`config.mk`:
```
export PLATFORM = sky130hd
export DESIGN_NAME = ite_entry_seq
export DESIGN_NICKNAME = d
export VERILOG_FILES = /design/src/inc/ite_pkg.sv /design/src/rtl/ite_entry_seq.sv /design/src/rtl/ite_arbiter.sv
export SDC_FILE = /design/constraint.sdc
export NUM_CORES = 1
export LEC_CHECK = 0
export ABC_AREA = 1
export BUFFER_PORTS_ARGS = -buffer_cell sky130_fd_sc_hd__buf_2
export CAP_MARGIN = 5
export CORE_ASPECT_RATIO = 1.4
export CORE_MARGIN = 2
export CORE_UTILIZATION = 41
export CTS_CLUSTER_DIAMETER = 200
export DETAILED_ROUTE_END_ITERATION = 8
export PLACE_DENSITY = 0.71
export SLEW_MARGIN = 20
export SYNTH_ARGS = -nofsm -noshare
export SYNTH_HDL_FRONTEND = slang
export SYNTH_HIERARCHICAL = 1
export SYNTH_SLANG_ARGS = --single-unit
```
`constraint.sdc`:
```
create_clock -name clk -period 4.25 [get_ports clk]
set_clock_uncertainty 0.05 [all_clocks]
set_input_delay 1.275 -clock clk [delete_from_list [all_inputs] [get_ports clk]]
set_output_delay 1.275 -clock clk [all_outputs]
set_load 0.01 [all_outputs]
```
`src/inc/ite_pkg.sv`:
```
// package of constants and types for the exception entry sequencer
package ite_pkg;
  // ---------------------------------------------------------------
  // widths
  // ---------------------------------------------------------------
  localparam int ITE_PC_W     = 24;
  localparam int ITE_VEC_W    = 8;
  localparam int ITE_STK_W    = 32;
  // ---------------------------------------------------------------
  // extended control register fields
  // ---------------------------------------------------------------
  localparam int ITE_XCR_TRACE = 7;
  localparam int ITE_XCR_MSK_LO = 0;
  localparam int ITE_XCR_MSK_HI = 2;
  localparam logic [7:0] ITE_XCR_RESET = 8'h87;
  // condition flags: bit 7 is the interrupt mask
  localparam int ITE_CCR_IMASK = 7;
  localparam logic [7:0] ITE_CCR_RESET = 8'h80;
  // ---------------------------------------------------------------
  // vectors
  // ---------------------------------------------------------------
  localparam logic [7:0] ITE_VEC_NMI      = 8'h07;
  localparam logic [7:0] ITE_VEC_TRAP0    = 8'h08;
  localparam logic [2:0] ITE_LVL_NMI      = 3'h7;
  localparam int         ITE_VEC_SHIFT    = 2;
  // ---------------------------------------------------------------
  // sequencer states
  // ---------------------------------------------------------------
  typedef enum logic [2:0] {
    ITE_IDLE   = 3'b000,
    ITE_PUSH_PC = 3'b001,
    ITE_PUSH_FL = 3'b010,
    ITE_MASK   = 3'b011,
    ITE_VREQ   = 3'b100,
    ITE_VWAIT  = 3'b101,
    ITE_DONE   = 3'b110
  } ite_state_t;
endpackage : ite_pkg

```
`src/rtl/ite_entry_seq.sv`:
```
// exception entry sequencer: save state, update masks, load handler
`timescale 1ns/1ps
// Overview of operation
// - push pc, flags, extended register first
// - then update mask, clear trace bit
// - vector from source, load handler into pc
// - trap taken whenever exec_state is high, masks ignored
// - trap vector number eight to eleven, from trap number zero to three
module ite_entry_seq
  import ite_pkg::*;
(
  // clock and reset
  input  wire logic                 clk,
  input  wire logic                 reset,
  // decode side
  input  wire logic                 exec_state,
  input  wire logic                 trap_req,
  input  wire logic [1:0]           trap_num,
  input  wire logic [ITE_PC_W-1:0]  cur_pc,
  input  wire logic [7:0]           cur_ccr,
  input  wire logic [7:0]           cur_xcr,
  // interrupt controller
  input  wire logic                 nmi_req,
  input  wire logic                 irq_req,
  input  wire logic [2:0]           irq_level,
  input  wire logic [ITE_VEC_W-1:0] irq_vector,
  input  wire logic                 mode_prio,
  // stack write port
  output logic                      stk_wr,
  output logic [ITE_STK_W-1:0]      stk_data,
  input  wire logic                 stk_ack,
  // vector fetch port
  output logic                      vec_rd,
  output logic [ITE_PC_W-1:0]       vec_addr,
  input  wire logic                 vec_ack,
  input  wire logic [ITE_PC_W-1:0]  vec_data,
  // results to core
  output logic                      busy,
  output logic                      ack_src,
  output logic                      pc_load,
  output logic [ITE_PC_W-1:0]       new_pc,
  output logic [7:0]                new_ccr,
  output logic [7:0]                new_xcr
);
  // -----------------------------------------------------------------
  // source selection
  // -----------------------------------------------------------------
  logic                 take;
  logic [ITE_VEC_W-1:0] sel_vec;
  logic [2:0]           sel_lvl;

  ite_arbiter u_arb (
    .trap_req   (trap_req & exec_state),
    .trap_num   (trap_num),
    .nmi_req    (nmi_req),
    .irq_req    (irq_req),
    .irq_level  (irq_level),
    .irq_vector (irq_vector),
    .mode_prio  (mode_prio),
    .ccr_imask  (cur_ccr[ITE_CCR_IMASK]),
    .xcr_mask   (cur_xcr[ITE_XCR_MSK_HI:ITE_XCR_MSK_LO]),
    .take       (take),
    .vector     (sel_vec),
    .new_level  (sel_lvl)
  );

  function automatic logic [ITE_PC_W-1:0] vec_to_addr(input logic [ITE_VEC_W-1:0] v);
    vec_to_addr = {{(ITE_PC_W-ITE_VEC_W-ITE_VEC_SHIFT){1'b0}}, v, {ITE_VEC_SHIFT{1'b0}}};
  endfunction : vec_to_addr

  // -----------------------------------------------------------------
  // sequencer
  // -----------------------------------------------------------------
  ite_state_t           st_q, st_d;
  logic [ITE_VEC_W-1:0] vec_q, vec_d;
  logic [2:0]           lvl_q, lvl_d;
  logic [ITE_PC_W-1:0]  pc_q, pc_d;
  logic [7:0]           ccr_q, ccr_d, xcr_q, xcr_d;
  logic                 stk_wr_q, stk_wr_d, vec_rd_q, vec_rd_d;
  logic [ITE_STK_W-1:0] stk_data_q, stk_data_d;
  logic [ITE_PC_W-1:0]  vec_addr_q, vec_addr_d, new_pc_q, new_pc_d;
  logic                 busy_q, busy_d, ack_q, ack_d, load_q, load_d;
  logic [7:0]           nccr_q, nccr_d, nxcr_q, nxcr_d;

  always_comb begin
    st_d       = st_q;
    vec_d      = vec_q;
    lvl_d      = lvl_q;
    pc_d       = pc_q;
    ccr_d      = ccr_q;
    xcr_d      = xcr_q;
    stk_wr_d   = stk_wr_q;
    stk_data_d = stk_data_q;
    vec_rd_d   = vec_rd_q;
    vec_addr_d = vec_addr_q;
    new_pc_d   = new_pc_q;
    busy_d     = busy_q;
    ack_d      = 1'b0;
    load_d     = 1'b0;
    nccr_d     = nccr_q;
    nxcr_d     = nxcr_q;
    case (st_q)
      ITE_IDLE: begin
        if (take) begin
          vec_d      = sel_vec;
          lvl_d      = sel_lvl;
          pc_d       = cur_pc;
          ccr_d      = cur_ccr;
          xcr_d      = cur_xcr;
          busy_d     = 1'b1;
          ack_d      = 1'b1;
          stk_wr_d   = 1'b1;
          stk_data_d = {ITE_STK_W'(cur_ccr) << ITE_PC_W} | ITE_STK_W'(cur_pc);
          st_d       = ITE_PUSH_PC;
        end
      end
      ITE_PUSH_PC: begin
        if (stk_ack) begin
          stk_data_d = ITE_STK_W'(xcr_q);
          st_d       = ITE_PUSH_FL;
        end
      end
      ITE_PUSH_FL: begin
        if (stk_ack) begin
          stk_wr_d = 1'b0;
          st_d     = ITE_MASK;
        end
      end
      ITE_MASK: begin
        nccr_d = ccr_q;
        nccr_d[ITE_CCR_IMASK] = 1'b1;
        nxcr_d = xcr_q;
        nxcr_d[ITE_XCR_MSK_HI:ITE_XCR_MSK_LO] = lvl_q;
        nxcr_d[ITE_XCR_TRACE] = 1'b0;
        vec_addr_d = vec_to_addr(vec_q);
        vec_rd_d   = 1'b1;
        st_d       = ITE_VWAIT;
      end
      ITE_VWAIT: begin
        if (vec_ack) begin
          vec_rd_d = 1'b0;
          new_pc_d = vec_data;
          load_d   = 1'b1;
          st_d     = ITE_DONE;
        end
      end
      ITE_DONE: begin
        busy_d = 1'b0;
        st_d   = ITE_IDLE;
      end
      default: st_d = ITE_IDLE;
    endcase
  end

  always_ff @(posedge clk or posedge reset) begin
    if (reset) begin
      st_q       <= ITE_IDLE;
      vec_q      <= '0;
      lvl_q      <= '0;
      pc_q       <= '0;
      ccr_q      <= '0;
      xcr_q      <= '0;
      stk_wr_q   <= 1'b0;
      stk_data_q <= '0;
      vec_rd_q   <= 1'b0;
      vec_addr_q <= '0;
      new_pc_q   <= '0;
      busy_q     <= 1'b0;
      ack_q      <= 1'b0;
      load_q     <= 1'b0;
      nccr_q     <= ITE_CCR_RESET;
      nxcr_q     <= ITE_XCR_RESET;
    end else begin
      st_q       <= st_d;
      vec_q      <= vec_d;
      lvl_q      <= lvl_d;
      pc_q       <= pc_d;
      ccr_q      <= ccr_d;
      xcr_q      <= xcr_d;
      stk_wr_q   <= stk_wr_d;
      stk_data_q <= stk_data_d;
      vec_rd_q   <= vec_rd_d;
      vec_addr_q <= vec_addr_d;
      new_pc_q   <= new_pc_d;
      busy_q     <= busy_d;
      ack_q      <= ack_d;
      load_q     <= load_d;
      nccr_q     <= nccr_d;
      nxcr_q     <= nxcr_d;
    end
  end

  assign stk_wr   = stk_wr_q;
  assign stk_data = stk_data_q;
  assign vec_rd   = vec_rd_q;
  assign vec_addr = vec_addr_q;
  assign new_pc   = new_pc_q;
  assign busy     = busy_q;
  assign ack_src  = ack_q;
  assign pc_load  = load_q;
  assign new_ccr  = nccr_q;
  assign new_xcr  = nxcr_q;
endmodule : ite_entry_seq

```
`src/rtl/ite_arbiter.sv`:
```
// source selection for exception entry: trap, nmi and masked interrupts
`timescale 1ns/1ps
module ite_arbiter
  import ite_pkg::*;
(
  // trap from decode
  input  wire logic                 trap_req,
  input  wire logic [1:0]           trap_num,
  // interrupt controller
  input  wire logic                 nmi_req,
  input  wire logic                 irq_req,
  input  wire logic [2:0]           irq_level,
  input  wire logic [ITE_VEC_W-1:0] irq_vector,
  input  wire logic                 mode_prio,
  // current masks
  input  wire logic                 ccr_imask,
  input  wire logic [2:0]           xcr_mask,
  // result
  output logic                      take,
  output logic [ITE_VEC_W-1:0]      vector,
  output logic [2:0]                new_level
);
  always_comb begin
    take      = 1'b0;
    vector    = '0;
    new_level = xcr_mask;
    if (trap_req) begin
      // trap ignores every mask
      take   = 1'b1;
      vector = ITE_VEC_TRAP0 + {6'h00, trap_num};
    end else if (nmi_req) begin
      take      = 1'b1;
      vector    = ITE_VEC_NMI;
      new_level = ITE_LVL_NMI;
    end else if (irq_req) begin
      // mode 0 gates on the flag mask, priority mode on the level
      if (mode_prio ? (irq_level > xcr_mask) : !ccr_imask) begin
        take      = 1'b1;
        vector    = irq_vector;
        new_level = irq_level;
      end
    end
  end
endmodule : ite_arbiter

```
==> impl_metrics.yaml <==
setup_path:
  critPathTopFamily: "simple AND/OR/NAND/NOR gates"
  required_ns: 4.50
  timing.critical_path.mode_cell: "nand2_1"
  crit_chain: "buf_2 -> inv_1 -> ha_1 -> nand3_1 -> nand2_1 -> nand2_1 -> nand2_2 -> nand2_2 -> nand2_1 -> nand3_4 -> inv_4 -> nand2_1 -> o21ai_0"
  r2r_slack_ns: 2.09
  cp_max_fo: 63
  startpoint_type: "primary input"
  r2r_start: "st_q[2]"
  cpPeakStageDelay_ns: 0.49
  end_kind: "flop"
  r2r_end: "stk_data[0]"
  path_buf_inv: 3
  worst-endpoint-arrival_ns: 3.47
  crit_type: "in2reg"
  cp_slowest_cell: "inv_4"
  r2r_cells: 5
place:
  detailed_place_hpwl_um: 8442
  dp.cells: 853
  postPlaceCellArea_sq_mm: 0.005779
  gp_congestion: 0.8780
  port-buffer-count: 169
power:
  p_total_mw: 4.625
  p_leak_nw: 3.556
  peakVddDrop_v: 0.0002465
  p_per_area_mw_per_mm2: 735.1
grt:
  grt_pass1_wl_um: 19380
  grt.total_usage_pct: 18.35
  grt_pass1_vias: 4030
  antenna_found_initial: 0
  grt_max_degree: 64
  grt-ovfl-total: 0
clocking:
  clk_path_buf_depth: 2
  htree_levels: 4
  cts_root_buf: "clkbuf_16"
  cts_made_buffers: 17
  cts_resized: 0
  cts_setup_buffers: 0
  postCtsHoldBufs: 0
  cts_num_sinks: 113
  clk_pin_slew_ns: 0.05
  cts_tree: "done"
  clk_latency_ns: 0.39
logic_synthesis:
  syn_area_per_cell_sq_um: 8.944
  ys_types: 30
  ys_seq_elements: 113
  synth-warning-count: 6
  synth.yosys.seq_area_share_pct: 56.56
  netlist_instances: 560
  synth_area_sq_mm: 0.005009
timing:
  fin_crit_sh_pct: 75.69
  finalMaxSlewViolations: 0
  tns_ns: 0
  hold_viol: 0
  fin_crit_ns: 3.217
  rsz0062_at_grt: "no"
  worstMarginPinSlew_ns: 0.8103
  fmax_mhz: 310.9
  setup_violations: 0
  relSlewSlack_pct: 45.92
detailed_routing:
  dr.pass1.iters: 6
  wl_per_cell_um: 13.14
  drc_errors: 0
  dr_total_vias: 4128
  avgViaCountPerCell: 4.664
  first_iter_violations: 190
  ant_nets: 0
  wirelength_um: 11630
floorplan:
  ios: 187
  initial_core_util_pct: 42.16
  chipWidth_um: 97.41
  placementRows: 47
  die_y_um: 134.8
  die-area_sq_mm: 0.01313
  fp.coreArea_sq_mm: 0.01188
final_layout:
  layout_commonest_cell: "nand2_1"
  antenna_cells_inserted: 0
  final_cell_mix: "218 x nand2_1, 169 x buf_2, 109 x dfrtp_1, 43 x o21ai_0, 40 x inv_1"
  drive_above_1_share_pct: 31.30
  utilization_pct: 52.96
  area_growth_pct: 25.61
  stdcell_count: 885
  stdcell_area_sq_mm: 0.006291
  fin_nets: 814
worst_hold_path:
  hold_end: "new_xcr[7]"
  hold_path.startpoint: "new_xcr[7]"
  holdPathStages: 2
  hold_class: "reg2reg"
run:
  max-cap-violations: 0
outcome:
  outcome: "completed"
-- sequential cells by signal, indices dropped and copies added (netlist names) --
signal and cells:
ack_src 1, busy 1, ccr_q 7, lvl_q 3, new_ccr 7, new_pc 24, new_xcr 8, pc_load 1
st_q 3, stk_data 32, stk_wr 1, vec_addr 8, vec_q 8, vec_rd 1, xcr_q 8
-- per-stage QoR --
| stage | hold WS [ns] | setup WS (ns) |
|---|---|---|
| global route | 0.4217 | 0.7070 |
| finish | 0.3992 | 1.033 |
| CTS | 0.4043 | 1.052 |
| global placement | 0.3953 | 0.8128 |
| floorplan | 0.3934 | 1.449 |
| detailed placement | 0.3893 | 0.6399 |
-- metal layers --
| metal | vias up | part of all wire (%) | GRT usage, % |
|---|---|---|---|
| met5 | - | 0 | 0 |
| met4 | 0 | 1.5 | 7.253 |
| met3 | 13 | 6.9 | 5.383 |
| met2 | 148 | 49 | 30.19 |
| met1 | 1921 | 43 | 22.89 |
| li1 | 2046 | - | - |
-- where the power goes --
group,switching (mW),internal (mW),leakage [nW]
Combinational,1.02,0.584,1.89
Clock,0.439,0.768,0.252
Sequential,0.250,1.56,1.41
-- Yosys cell counts --
library cell	number	area share, %
o21bai_1	1	0.15
buf_6	10	2.2
nand2_2	5	0.62
inv_4	3	0.37
nand2_4	1	0.22
dfrtp_1	109	54
dfstp_2	4	2.1
nand3_4	1	0.35
o22ai_1	2	0.25
conb_1	2	0.15
nand4_1	1	0.12
o21ai_1	7	0.70
nand2_1	218	16
inv_1	41	3.1
nor2_4	1	0.22
o21ai_0	43	4.3
clkbuf_1	1	0.075
nor2_8	1	0.40
a21boi_4	1	0.37
a21oi_1	11	1.1
buf_4	25	3.7
nor3_1	1	0.10
nor2_2	1	0.12
buf_2	5	0.50
nand3_1	27	2.7
buf_12	1	0.40
inv_2	2	0.15
nor2_1	20	1.5
nand3_2	12	2.4
ha_1	3	0.75
-- area by class of cell --
type / instances / area (sq um)
inverter: 46 / 183.9
sequential: 113 / 2833
clock inverter: 6 / 32.53
multi-input combinational: 374 / 1703
fill: 1125 / 5588
clock buffer: 26 / 479.2
timing repair buffer: 173 / 875.8
tap: 147 / 183.9
-- worst max path at each step --
stage,startpoint,to,slack (ns),cells past startpoint
after CTS,cur_xcr[2],ccr_q[4],1.05,13
after global placement,cur_xcr[2],ccr_q[6],0.81,13
after detailed placement,cur_xcr[2],ccr_q[3],0.64,13
after global routing,cur_xcr[2],ccr_q[1],0.71,13
after floorplan,cur_xcr[2],stk_data[0],1.45,13
final,cur_xcr[2],ccr_q[3],1.03,13
-- worst register-to-register path, cell delays in order (launching register included) --
cell and delay (ns):
dfrtp_1 0.47, nor2_2 0.19, nand3_2 0.63, nand2_2 0.52
nor2_1 0.07, a21oi_1 0.14
-- cell families (layout without fill, tap and decap cells) --
logic type	Yosys count	after routing	synth area share, %
AND/OR/NAND/NOR	289	289	25.11
adder cells (fa/ha/maj)	3	3	0.7495
AO/OA/AOI/OAI	65	65	6.870
flip-flops	113	113	56.56
buffers and inverters	88	251	10.57
other	2	17	0.1499
Power figures use the tool's default switching activity.
